File: src/verilog/risc_core_defs.vh
`ifndef RISC_CORE_DEFS_VH
`define RISC_CORE_DEFS_VH

// Widths
`define INSN_W 14
`define PC_W 13
`define DATA_W 8
`define DADDR_W 8

// Vectors
`define RESET_VECTOR 13'h0000
`define IRQ_VECTOR 13'h0004

// Instruction groups, bits 13:12
`define GRP_FILE 2'h0
`define GRP_LIT 2'h1
`define GRP_JUMP 2'h2
`define GRP_RSVD 2'h3

// Operation codes, bits 11:8
`define OP_MOV 4'h0
`define OP_ADD 4'h1
`define OP_SUB 4'h2
`define OP_AND 4'h3
`define OP_IOR 4'h4
`define OP_XOR 4'h5
`define OP_RLF 4'h6
`define OP_RRF 4'h7
`define OP_COM 4'h8
`define OP_INC 4'h9
`define OP_DEC 4'hA
`define OP_CLR 4'hB
`define OP_SWAP 4'hC
`define OP_MOVWF 4'hD
`define OP_NOP 4'hF
// Literal-group codes from here up act on the accumulator alone
`define OP_SINGLE_FIRST 4'h6

// Core-held special function register addresses
`define SFR_INDIRECT 8'h00
`define SFR_PCL 8'h02
`define SFR_STATUS 8'h03
`define SFR_FSR 8'h04
`define SFR_PCHI 8'h0A

// Status bit positions and reset value
`define ST_CARRY 0
`define ST_HALF 1
`define ST_ZERO 2
`define ST_IRQ_EN 7
`define STATUS_RESET 8'h00

// Instruction loaded into the empty slot at reset
`define INSN_NOP 14'h0F00

`endif

File: src/verilog/core_alu.v
`timescale 1ns/1ns
`include "risc_core_defs.vh"

module core_alu
(
  input wire [3:0] op,
  input wire [7:0] acc,
  input wire [7:0] opnd,
  input wire carry_in,
  output reg [7:0] result,
  output reg carry_out,
  output reg half_out,
  output reg upd_c,
  output reg upd_hc,
  output reg upd_z,
  output wire zero_out
);

  reg [8:0] sum9;
  reg [4:0] nib5;

  // Two's-complement datapath; subtract is opnd + ~acc + 1
  always @*
  begin
    sum9 = 9'h000;
    nib5 = 5'h00;
    result = opnd;
    carry_out = carry_in;
    half_out = 1'b0;
    upd_c = 1'b0;
    upd_hc = 1'b0;
    upd_z = 1'b1;
    case (op)
      `OP_MOV: result = opnd;
      `OP_ADD:
      begin
        sum9 = {1'b0, opnd} + {1'b0, acc}; // [RULE_09] [RULE_10]
        nib5 = {1'b0, opnd[3:0]} + {1'b0, acc[3:0]};
        result = sum9[7:0];
        carry_out = sum9[8];
        half_out = nib5[4];
        upd_c = 1'b1; // [RULE_14]
        upd_hc = 1'b1;
      end
      `OP_SUB:
      begin
        // Carry set means no borrow, likewise for the nibble
        sum9 = {1'b0, opnd} + {1'b0, ~acc} + 9'h001; // [RULE_15]
        nib5 = {1'b0, opnd[3:0]} + {1'b0, ~acc[3:0]} + 5'h01;
        result = sum9[7:0];
        carry_out = sum9[8];
        half_out = nib5[4];
        upd_c = 1'b1;
        upd_hc = 1'b1;
      end
      `OP_AND: result = acc & opnd;
      `OP_IOR: result = acc | opnd;
      `OP_XOR: result = acc ^ opnd;
      `OP_RLF:
      begin
        result = {opnd[6:0], carry_in}; // [RULE_09]
        carry_out = opnd[7];
        upd_c = 1'b1;
        upd_z = 1'b0;
      end
      `OP_RRF:
      begin
        result = {carry_in, opnd[7:1]};
        carry_out = opnd[0];
        upd_c = 1'b1;
        upd_z = 1'b0;
      end
      `OP_COM: result = ~opnd;
      `OP_INC: result = opnd + 8'h01;
      `OP_DEC: result = opnd - 8'h01;
      `OP_CLR: result = 8'h00;
      `OP_SWAP:
      begin
        result = {opnd[3:0], opnd[7:4]};
        upd_z = 1'b0;
      end
      `OP_MOVWF:
      begin
        result = acc;
        upd_z = 1'b0;
      end
      default: upd_z = 1'b0;
    endcase
  end

  assign zero_out = (result == 8'h00);

endmodule

File: src/verilog/risc_core_fetch_alu.v
`timescale 1ns/1ns
`include "risc_core_defs.vh"

// Summary of operation
// RULE_01 - One 14-bit word fetched per cycle
// RULE_02 - Fetch of next overlaps current execution
// RULE_03 - Single-cycle instructions, branches take longer
// RULE_04 - Separate program and data buses
// RULE_05 - Thirteen-bit counter, 8K word space
// RULE_06 - Fetch address wraps inside implemented size
// RULE_07 - Reset starts fetching at address zero
// RULE_08 - Taken interrupt fetches from address four
// RULE_09 - Eight-bit ALU: add, subtract, shift, logic
// RULE_10 - Arithmetic is two's complement
// RULE_11 - Two operands: accumulator plus file or literal
// RULE_12 - Single operand: accumulator or one file
// RULE_13 - Accumulator is eight bits, not addressable
// RULE_14 - ALU updates carry, half carry, zero
// RULE_15 - Subtract flags act as borrow outputs
// RULE_16 - Core registers, counter too, in data space
// RULE_17 - Direct and indirect file addressing
// RULE_18 - Any operation on any file register
// RULE_19 - Counter change discards prefetched instruction
module risc_core_fetch_alu
#(
  parameter PROG_WORDS = 512
)
(
  input wire core_clk,
  input wire reset_n,
  output reg [12:0] prog_addr,
  input wire [13:0] prog_data,
  output reg [7:0] data_addr,
  input wire [7:0] data_rdata,
  output reg [7:0] data_waddr,
  output reg [7:0] data_wdata,
  output reg data_we,
  input wire irq_req,
  output reg irq_ack,
  output reg [12:0] irq_return_addr
);

  // Implemented program space mask; PROG_WORDS must be a power of two
  // Sized copy first, so the cut to 13 bits is deliberate
  localparam [31:0] PROG_LAST = PROG_WORDS - 1;
  localparam [12:0] PROG_MASK = PROG_LAST[12:0];

  // Pipeline slot and core-held registers
  reg [13:0] insn;
  reg slot_valid;
  reg [7:0] accum;
  reg [7:0] status;
  reg [7:0] fsr;
  reg [4:0] pc_upper;

  // Decode, operand and control nets
  wire [1:0] grp;
  wire [3:0] op;
  wire dst_file;
  wire [7:0] literal;
  reg [7:0] file_val;
  reg [7:0] alu_b;
  wire [7:0] alu_result;
  wire alu_c;
  wire alu_hc;
  wire alu_z;
  wire upd_c;
  wire upd_hc;
  wire upd_z;
  wire is_file;
  wire is_lit;
  wire is_jump;
  wire core_sfr;
  wire wr_file;
  wire wr_accum;
  wire flags_en;
  wire wr_pcl;
  wire jump;
  wire take_irq;
  wire [12:0] target;
  wire wr_status;
  wire wr_fsr;
  wire wr_pchi;
  wire flush;
  wire indirect_sel;
  wire [12:0] seq_pc;

  // Next-state values
  reg [7:0] next_status;
  reg [7:0] next_fsr;
  reg [12:0] next_pc;
  reg [7:0] next_data_addr;

  // Field split of the instruction now executing
  assign grp = insn[13:12];
  assign op = insn[11:8];
  assign dst_file = insn[7];
  assign literal = insn[7:0];
  assign is_file = slot_valid && (grp == `GRP_FILE);
  assign is_lit = slot_valid && (grp == `GRP_LIT);
  assign is_jump = slot_valid && (grp == `GRP_JUMP);

  // Registers kept in the core never go out on the data bus
  assign core_sfr = (data_addr == `SFR_INDIRECT) ||
                    (data_addr == `SFR_PCL) ||
                    (data_addr == `SFR_STATUS) ||
                    (data_addr == `SFR_FSR) ||
                    (data_addr == `SFR_PCHI);

  // File read: core registers, else memory with write forwarding
  always @*
  begin
    case (data_addr)
      `SFR_INDIRECT: file_val = 8'h00; // Indirect through itself
      `SFR_PCL: file_val = prog_addr[7:0]; // [RULE_16]
      `SFR_STATUS: file_val = status;
      `SFR_FSR: file_val = fsr;
      `SFR_PCHI: file_val = {3'h0, pc_upper};
      default:
      begin
        // Memory writes land a cycle late, so forward the pending one
        if (data_we && (data_waddr == data_addr))
          file_val = data_wdata;
        else
          file_val = data_rdata; // [RULE_04]
      end
    endcase
  end

  // Second operand: literal, file, or accumulator alone
  always @*
  begin
    if (is_lit && (op >= `OP_SINGLE_FIRST))
      alu_b = accum; // [RULE_12]
    else if (is_lit)
      alu_b = literal; // [RULE_11]
    else
      alu_b = file_val; // [RULE_11] [RULE_12] [RULE_18]
  end

  core_alu u_alu
  (
    .op(op),
    .acc(accum),
    .opnd(alu_b),
    .carry_in(status[`ST_CARRY]),
    .result(alu_result),
    .carry_out(alu_c),
    .half_out(alu_hc),
    .upd_c(upd_c),
    .upd_hc(upd_hc),
    .upd_z(upd_z),
    .zero_out(alu_z)
  );

  // Destination select; MOVWF in the file group always stores to the file
  assign wr_file = is_file && (op != `OP_NOP) &&
                   (dst_file || (op == `OP_MOVWF)); // [RULE_18]
  assign wr_accum = (is_file && !dst_file && (op != `OP_NOP) &&
                     (op != `OP_MOVWF)) ||
                    (is_lit && (op != `OP_NOP) && (op != `OP_MOVWF));
  assign flags_en = (is_file || is_lit) && (op != `OP_NOP);

  // Stores to core-held registers stay inside the core
  assign wr_status = wr_file && (data_addr == `SFR_STATUS); // [RULE_16]
  assign wr_fsr = wr_file && (data_addr == `SFR_FSR); // [RULE_16]
  assign wr_pchi = wr_file && (data_addr == `SFR_PCHI); // [RULE_16]

  // Program flow changes: jump or a store to the counter low byte
  assign wr_pcl = wr_file && (data_addr == `SFR_PCL); // [RULE_16]
  assign jump = is_jump || wr_pcl; // [RULE_03]
  assign target = is_jump ? {pc_upper[4:3], insn[10:0]} :
                            {pc_upper, alu_result};
  // Taking during a flow change would return to a discarded target,
  // so the take waits for the bubble that follows
  assign take_irq = irq_req && status[`ST_IRQ_EN] && !jump;
  // Either kind of flow change empties the slot behind it
  assign flush = jump || take_irq; // [RULE_19]
  // Plain step to the next word
  assign seq_pc = prog_addr + 13'h0001; // [RULE_05]

  // Status after this cycle; flag updates win over a plain store
  always @*
  begin
    next_status = status;
    if (wr_status)
      next_status = alu_result;
    if (flags_en && upd_c)
      next_status[`ST_CARRY] = alu_c; // [RULE_14] [RULE_15]
    if (flags_en && upd_hc)
      next_status[`ST_HALF] = alu_hc; // [RULE_14] [RULE_15]
    if (flags_en && upd_z)
      next_status[`ST_ZERO] = alu_z; // [RULE_14]
    if (take_irq)
      next_status[`ST_IRQ_EN] = 1'b0; // Blocks re-entry
  end

  // Pointer value seen by the instruction being fetched now
  always @*
  begin
    if (wr_fsr)
      next_fsr = alu_result;
    else
      next_fsr = fsr;
  end

  // Next fetch address, always kept inside the implemented space
  always @*
  begin
    // The vector lies inside every implemented size, so no mask
    if (take_irq)
      next_pc = `IRQ_VECTOR; // [RULE_08]
    else if (jump)
      next_pc = target & PROG_MASK; // [RULE_06]
    else
      next_pc = seq_pc & PROG_MASK; // [RULE_05] [RULE_06]
  end

  // Address field zero selects the pointer register instead
  assign indirect_sel = (prog_data[6:0] == 7'h00); // [RULE_17]

  // Decode the fetched word's file address ahead of execution
  always @*
  begin
    if (indirect_sel)
      next_data_addr = next_fsr; // [RULE_17]
    else
      next_data_addr = {1'b0, prog_data[6:0]}; // [RULE_17]
  end

  // Fetch stage and program counter
  always @(posedge core_clk or negedge reset_n)
  begin
    if (!reset_n)
    begin
      prog_addr <= `RESET_VECTOR; // [RULE_07]
      insn <= `INSN_NOP;
      slot_valid <= 1'b0;
      data_addr <= 8'h00;
    end
    else
    begin
      prog_addr <= next_pc; // [RULE_02]
      insn <= prog_data; // [RULE_01]
      // A flow change flushes the word fetched behind it
      slot_valid <= !flush; // [RULE_19] [RULE_03]
      data_addr <= next_data_addr;
    end
  end

  // Interrupt outputs; the return address holds until the next take
  always @(posedge core_clk or negedge reset_n)
  begin
    if (!reset_n)
    begin
      irq_ack <= 1'b0;
      irq_return_addr <= 13'h0000;
    end
    else
    begin
      irq_ack <= take_irq; // [RULE_08]
      if (take_irq)
        irq_return_addr <= prog_addr; // [RULE_19]
    end
  end

  // Execute stage: accumulator and core-held registers
  always @(posedge core_clk or negedge reset_n)
  begin
    if (!reset_n)
    begin
      accum <= 8'h00;
      status <= `STATUS_RESET;
      fsr <= 8'h00;
      pc_upper <= 5'h00;
    end
    else
    begin
      if (wr_accum)
        accum <= alu_result; // [RULE_13]
      status <= next_status;
      fsr <= next_fsr;
      if (wr_pchi)
        pc_upper <= alu_result[4:0];
    end
  end

  // Data bus write, a cycle behind execute so the pins come from flops
  always @(posedge core_clk or negedge reset_n)
  begin
    if (!reset_n)
    begin
      data_we <= 1'b0;
      data_waddr <= 8'h00;
      data_wdata <= 8'h00;
    end
    else
    begin
      data_we <= wr_file && !core_sfr; // [RULE_04]
      data_waddr <= data_addr;
      data_wdata <= alu_result;
    end
  end

endmodule
File: config.mk
export PLATFORM = sky130hd
export DESIGN_NAME = risc_core_fetch_alu
export DESIGN_NICKNAME = d
export VERILOG_FILES = /design/src/verilog/core_alu.v /design/src/verilog/risc_core_fetch_alu.v
export VERILOG_INCLUDE_DIRS = /design/src /design/src/verilog
export SDC_FILE = /design/constraint.sdc
export NUM_CORES = 1
export LEC_CHECK = 0
export ABC_AREA = 1
export BUFFER_PORTS_ARGS = -buffer_cell sky130_fd_sc_hd__clkbuf_2
export CELL_PAD_IN_SITES_DETAIL_PLACEMENT = 0
export CELL_PAD_IN_SITES_GLOBAL_PLACEMENT = 1
export CORE_MARGIN = 3
export CORE_UTILIZATION = 43
export CTS_CLUSTER_SIZE = 8
export DETAILED_ROUTE_END_ITERATION = 10
export PLACE_DENSITY_LB_ADDON = 0.1
export SYNTH_ARGS = -nofsm -noshare
export SYNTH_HDL_FRONTEND = slang
export SYNTH_SLANG_ARGS = --single-unit
File: constraint.sdc
create_clock -name core_clk -period 3.9 [get_ports core_clk]
set_input_delay 0.195 -clock core_clk [delete_from_list [all_inputs] [get_ports core_clk]]
set_output_delay 0.195 -clock core_clk [all_outputs]
set_load 0.03 [all_outputs]
# After elaboration in Yosys (flattened, before gate mapping)
# Index checks and enable logic that the tools add are counted.
classes:
  addsub: 9
  magnitude_cmp: 1
  n_eq_ne: 23
  muxes: 20
  bitwise_logic: 6
  reduce_logical: 49
op_table:
  columns: ["op", "count"]
  rows:
  - ["$pmux 8 s13", 1]
  - ["$mux 8", 6]
  - ["$pmux 8 s5", 1]
  - ["$mux 9", 3]
  - ["$eq 4x4->1 const B", 6]
  - ["$logic_and 1x1->1", 23]
  - ["$add 8x8->9", 2]
  - ["$add 9x1->9 const B", 2]
  - ["$eq 4x3->1 const B", 4]
  - ["$eq 8x2->1 const B", 2]
  - ["$logic_not 8->1", 2]
  - ["$not 8->8", 2]
  - ["$add 4x4->5", 2]
  - ["$reduce_or 10->1", 1]
  - ["$logic_or 1x1->1", 9]
  - ["$add 8x1->8 const B", 1]
  - ["$and 8x8->8", 1]
  - ["$eq 4x2->1 const B", 2]
  - ["$eq 8x3->1 const B", 1]
  - ["$eq 8x4->1 const B", 1]
  - ["$eq 8x8->1", 1]
  - ["$ne 4x4->1 const B", 2]
  - ["$or 8x8->8", 1]
  - ["$reduce_bool 2->1", 4]
  - ["19 further kinds", 28]
word_totals:
  register_bits: 88
  inputBits: 25
  out_inout_bits: 52
  elab_cells: 125

# Depth between registers and ports, before layout
depth:
  depth_word: 12
  mapped_depth: 31
  depth_no_buf: 30

# Hierarchy
# From an unflattened synthesis, not the netlist that was laid out.
unflattened:
  hier_cells: 957
  hier_area_um2: 6409.9
modules_own_cells:
  columns: ["module", "instances", "cells_each", "area_per_inst_um2", "seq_area_each_um2"]
  rows:
  - ["risc_core_fetch_alu", 1, 528, 4274.1, 2207.1]
  - ["core_alu", 1, 429, 2135.8, 0.0]

# Least setup slack after synthesis
# OpenSTA, ideal clock, no wires.
synth_path:
  path_kind: "reg-to-reg"
  start: "register data_addr[6]"
  end: "register status[2]"
  setup_ps: 66
  arrival_ps: 3335
  required_ps: 3834
  slack_ps: 500
  stages_incl_launch_ff: 26
  path_buffers: 2
  synth_period_minus_slack_ps: 3400
  path_cell_list: "dfrtp_1 nor2_2 nand2_2 inv_4 nand3_1 nand2_2 nor2_4 buf_6 nor2_2 nor2_1 nand2_1 nand2_2 nand2_2 inv_1 ha_1 clkbuf_1 nor2_1 a221oi_1 nand2_1 o21ai_0 nand2_1 nor3_1 nand2_2 nand2_4 nand4_1 nand2_1"
synth_between:
  elab_chain_cells: 11
  word_cells_on_any_way: 26
  classes_between: "add/sub: 5; eq/ne: 5; mux: 7; bitwise: 4; reduce/logical: 5"
synth_rtl:
  columns: ["element", "line", "text"]
  rows:
  - ["from (decl)", "risc_core_fetch_alu.v:33", "output reg [7:0] data_addr,"]
  - ["from (signal assigned)", "risc_core_fetch_alu.v:247", "data_addr <= next_data_addr;"]
  - ["$eq 8x8->1", "risc_core_fetch_alu.v:122", "if (data_we && (data_waddr == data_addr))"]
  - ["$logic_and 1x1->1", "risc_core_fetch_alu.v:122", null]
  - ["$mux 8", "risc_core_fetch_alu.v:122", null]
  - ["$pmux 8 s5", "risc_core_fetch_alu.v:113", "case (data_addr)"]
  - ["$mux 8", "risc_core_fetch_alu.v:135", "else if (is_lit)"]
  - ["$mux 8", "risc_core_fetch_alu.v:133", "if (is_lit && (op >= `OP_SINGLE_FIRST))"]
  - ["$add 8x8->9", "core_alu.v:48", "sum9 = {1'b0, opnd} + {1'b0, ~acc} + 9'h001;"]
  - ["$add 9x1->9", "core_alu.v:48", null]
  - ["$pmux 8 s13", "core_alu.v:33", "case (op)"]
  - ["$logic_not 8->1 or $mux 8 (tied branches)", "core_alu.v:91, risc_core_fetch_alu.v:186", null]
  - ["$mux 1", "risc_core_fetch_alu.v:192", "if (flags_en && upd_z)"]
  - ["to (signal assigned)", "risc_core_fetch_alu.v:273", "status <= `STATUS_RESET;"]
  - ["to (signal assigned)", "risc_core_fetch_alu.v:281", "status <= next_status;"]
  - ["to (decl)", "risc_core_fetch_alu.v:52", "reg [7:0] status;"]
# Parallel ways exist; a longest one is shown, timed or not. The select of a mux whose other input is x is not followed.
# A chain may end at the register's enable or synchronous reset.

# Worst setup path in the final report
layout_path:
  start: "register data_addr[4]"
  end: "register data_addr[1]"
layout_between:
  elab_chain_cells: 11
  word_cells_on_any_way: 24
  classes_between: "add/sub: 5; eq/ne: 5; mux: 7; bitwise: 4; reduce/logical: 3"
layout_rtl:
  columns: ["element", "line", "text"]
  rows:
  - ["$eq 8x8->1", "risc_core_fetch_alu.v:122", null]
  - ["$logic_and 1x1->1", "risc_core_fetch_alu.v:122", null]
  - ["$mux 8", "risc_core_fetch_alu.v:122", null]
  - ["$pmux 8 s5", "risc_core_fetch_alu.v:113", null]
  - ["$mux 8", "risc_core_fetch_alu.v:135", null]
  - ["$mux 8", "risc_core_fetch_alu.v:133", null]
  - ["$add 8x8->9", "core_alu.v:48", null]
  - ["$add 9x1->9", "core_alu.v:48", null]
  - ["$pmux 8 s13", "core_alu.v:33", null]
  - ["$mux 8 (*)", "risc_core_fetch_alu.v:201", "if (wr_fsr)"]
  - ["net next_fsr[1]", "risc_core_fetch_alu.v:90", "reg [7:0] next_fsr;"]
  - ["$mux 8 (*)", "risc_core_fetch_alu.v:225", "if (indirect_sel)"]
  - ["net next_data_addr[1]", "risc_core_fetch_alu.v:92", "reg [7:0] next_data_addr;"]
# The timed path passes the listed nets; every way through them passes the cells marked *.

==> summary.txt <==
Post-synth EDFFs: 0
CP Launch Type: flip-flop
non-filler instance count after layout: 1218
Reg2Reg Setup Slack: 0.19 ns
Final Skew: 0.0106 ns
top-count cell post-synth: nand2_1
maximum vdd drop: 0.260 mV
worst-path fanout max: 5
Netlist cell types: 57
Seq cells post-synth: 88
Setup CP Type: flip-flop to flip-flop
Die Wd: 127 um
Initial DRC Count: 530
DR pass1 iterations: 5
routed via count: 6622
wire length on met1: 10100 um
syn avg cell area: 7.26 um^2
vias in the first global route: 6486
Leak: 0.00425 uW
chip height: 127 um
final setup fails: 0
area leader, netlist: dfrtp_1
top-area cell type share of the netlist area: 33.2%
Worst-Skew Late Latency: 0.35 ns
Initial Util: 44.8%
hold endpoint: irq_ack
Rows: 43
worst hold start: irq_req
Routed Antenna Nets: 0
GRT Total Usage: 28.5%
clock-pin slew on the worst setup and hold paths: 0.07 ns
CP arrival: 3.94 ns
synth warn: 0
GPL Wtd Cong: 0.959
Reg2Reg Depth: 20
Worst Setup SP: data_addr[4]
TritonCTS Sinks: 88
layout cells sized above 1: 30.1%
Worst slew margin: 27.6%
Placeable Area: 14100 um^2
run status: finished, final reports clean
r2r endpoint: data_addr[1]
fin util: 58.2%
worst r2r src: data_addr[4]
Max Slew Vio Count: 0
Hold Crit Depth: 3
Routed wire per std cell: 18.9 um
Area Overhead vs Synth: 30.0%
CP max stage cell: fa_2
top post-synthesis cells by area: dfrtp_1 33%, nand2_1 13%, inv_1 6.8%
WP buf/inv: 3
pin count of the biggest net entering global routing: 61
Least-Margin Pin Slew: 1.08 ns
WL met3: 1170 um
Worst EP required: 4.14 ns
crit-path cells: buf_4, nand2_1, nand2_1, nor2_1, nand3_1, o21bai_1, nand3_2, nand2_2, nand2_4, nand2_4, ha_1, inv_2, fa_2, o21ai_0, nor4b_2, buf_4, nand2_1, o21ai_4, o21ai_1, a21o_1
Root Buffer: clkbuf_16
DP HPWL: 18000 um
Async SR Flop Fraction: 100%
Top Family by Delay on Critical Path: simple AND/OR/NAND/NOR gates
first-pass GRT wire length: 35700 um
fin crit share: 95.1%
Clock Path Buffers: 2
# port buffers: 68
met2 WL: 11000 um
register area share after synthesis: 34.8%
RSZ-0062 raised after global routing: yes
Total Wirelength: 23100 um
ys flop type: dfrtp_1
max-cap violations: 0
# DRC: 0
Vias per Instance: 5.44
Worst Hold Class: input pin to flip-flop
Final Net Count: 1092
top cell types by occurrence after synthesis: 212 x nand2_1, 114 x inv_1, 84 x dfrtp_1
post-route minimum period: 3.71 ns
highest clock rate: 270 MHz
Critical Path End Type: flip-flop
# IOs: 77
Most Frequent Cell on Critical Path: nand2_1
Tot Pwr: 3880 uW
antenna fix cells: 0
TNS Setup: 0 ns
Power Density: 472 nW/um^2
Congestion Overflow GR: 0
synthesized instance count: 873
endpoints failing hold: 0
CTS Buf Count: 9
max incr delay on CP: 0.52 ns
highest metal used: met4
CTS tree: yes
number of placed instances, taps included: 1161
initial antenna violation count: 0
die area: 16200 um^2
Cell Area, Synth: 6340 um^2
H-tree levels: 3
## worst max-delay path by stage
| stage | endpoint | slack (ns) | cells after the start |
|---|---|---|---|
| floorplan | status[2] | 0.50 | 25 |
| global placement | status[2] | -0.19 | 23 |
| detailed placement | data_addr[2] | -0.19 | 21 |
| CTS | accum[4] | 0.008 | 25 |
| global route | status[2] | -0.04 | 28 |
| finish | data_addr[1] | 0.19 | 20 |
## routing by layer
layer | GRT usage [%] | vias to the layer above
met5 | 0 | -
met4 | 10.5 | 0
met3 | 4.10 | 45
met2 | 46.9 | 227
met1 | 38.3 | 3178
li1 | - | 3172
## tightest hold or removal path: stages
cell and delay, ns:
clkbuf_2 0.08, nand2_1 0.13, nor2_1 0.11
## cell usage in the layout (no fill, tap or decap), types with 5 or more instances in the layout
cell,synthesis,final
nand2_1,212,201
inv_1,114,105
dfrtp_1,84,78
buf_4,8,74
clkbuf_2,0,67
nand3_1,71,66
nor2_1,68,63
a21oi_1,46,44
o21ai_0,46,40
nand2_2,23,29
ha_1,31,20
inv_2,12,19
o21ai_1,12,17
dlygate4sd3_1,0,15
o22ai_1,13,13
nand2_4,6,11
nor2_2,10,10
nor2_4,5,10
nand3_2,5,10
clkbuf_16,0,9
nor3_1,11,8
conb_1,1,8
ha_4,0,7
o211ai_1,6,6
nand4_1,6,6
o221ai_1,6,6
dfrtp_2,0,6
o21ai_2,4,5
a21oi_2,3,5
or2_2,5,5
## state kept, by name (all words and copies together) (netlist names), 8 cells and up
name             cells
insn                14
irq_return_addr      9
prog_addr            9
accum                8
data_addr            8
data_waddr           8
data_wdata           8
fsr                  8
status               8
## timing repair
item | in CTS | in global routing
gates resized for setup | 10 | 85
endpoints found under the setup margin | 16 | 44
gates cloned | 0 | 1
buffers inserted | 3 | 22
hold buffers | 15 | 0
pin swaps | 3 | 32
hold endpoints to repair | 69 | 0
## report_power, final
group	internal [uW]	total (uW)	switching, uW	leakage (uW)
Sequential	1060	1210	157	0.00101
Clock	570	979	409	0.000158
Combinational	626	1690	1070	0.00308
Total	2250	3880	1630	0.00425
## per-stage QoR
stage / cell area [um^2] / hold slack (ns) / setup WS [ns]
after floorplan: 6360 / -0.101 / 0.500
after global placement: 7210 / 0.285 / -0.189
after detailed placement: 7210 / 0.284 / -0.186
after CTS: 7740 / 0.188 / 0.00839
after global routing: 8230 / 0.217 / -0.0450
final: 8230 / 0.210 / 0.192
## final cells by class
type	instances	area, um^2
inverter	129	502
clock buffer	9	225
sequential	88	2210
clock inverter	7	101
fill	1329	5920
multi-input combinational	644	3860
timing repair inverter	1	8.76
tap	180	225
timing repair buffer	160	1090
## logic make-up (layout without fill, tap and decap cells)
family | after synthesis | in the layout | synth area share [%]
XOR/XNOR | 5 | 5 | 0.691
AO/OA/AOI/OAI | 165 | 165 | 16.4
flip-flops | 88 | 88 | 34.8
adder cells (fa/ha/maj) | 34 | 34 | 7.07
buffers and inverters | 148 | 306 | 9.70
AND/OR/NAND/NOR | 432 | 432 | 31.3
other | 1 | 8 | 0.0592
(Power assumes the default switching activity.)
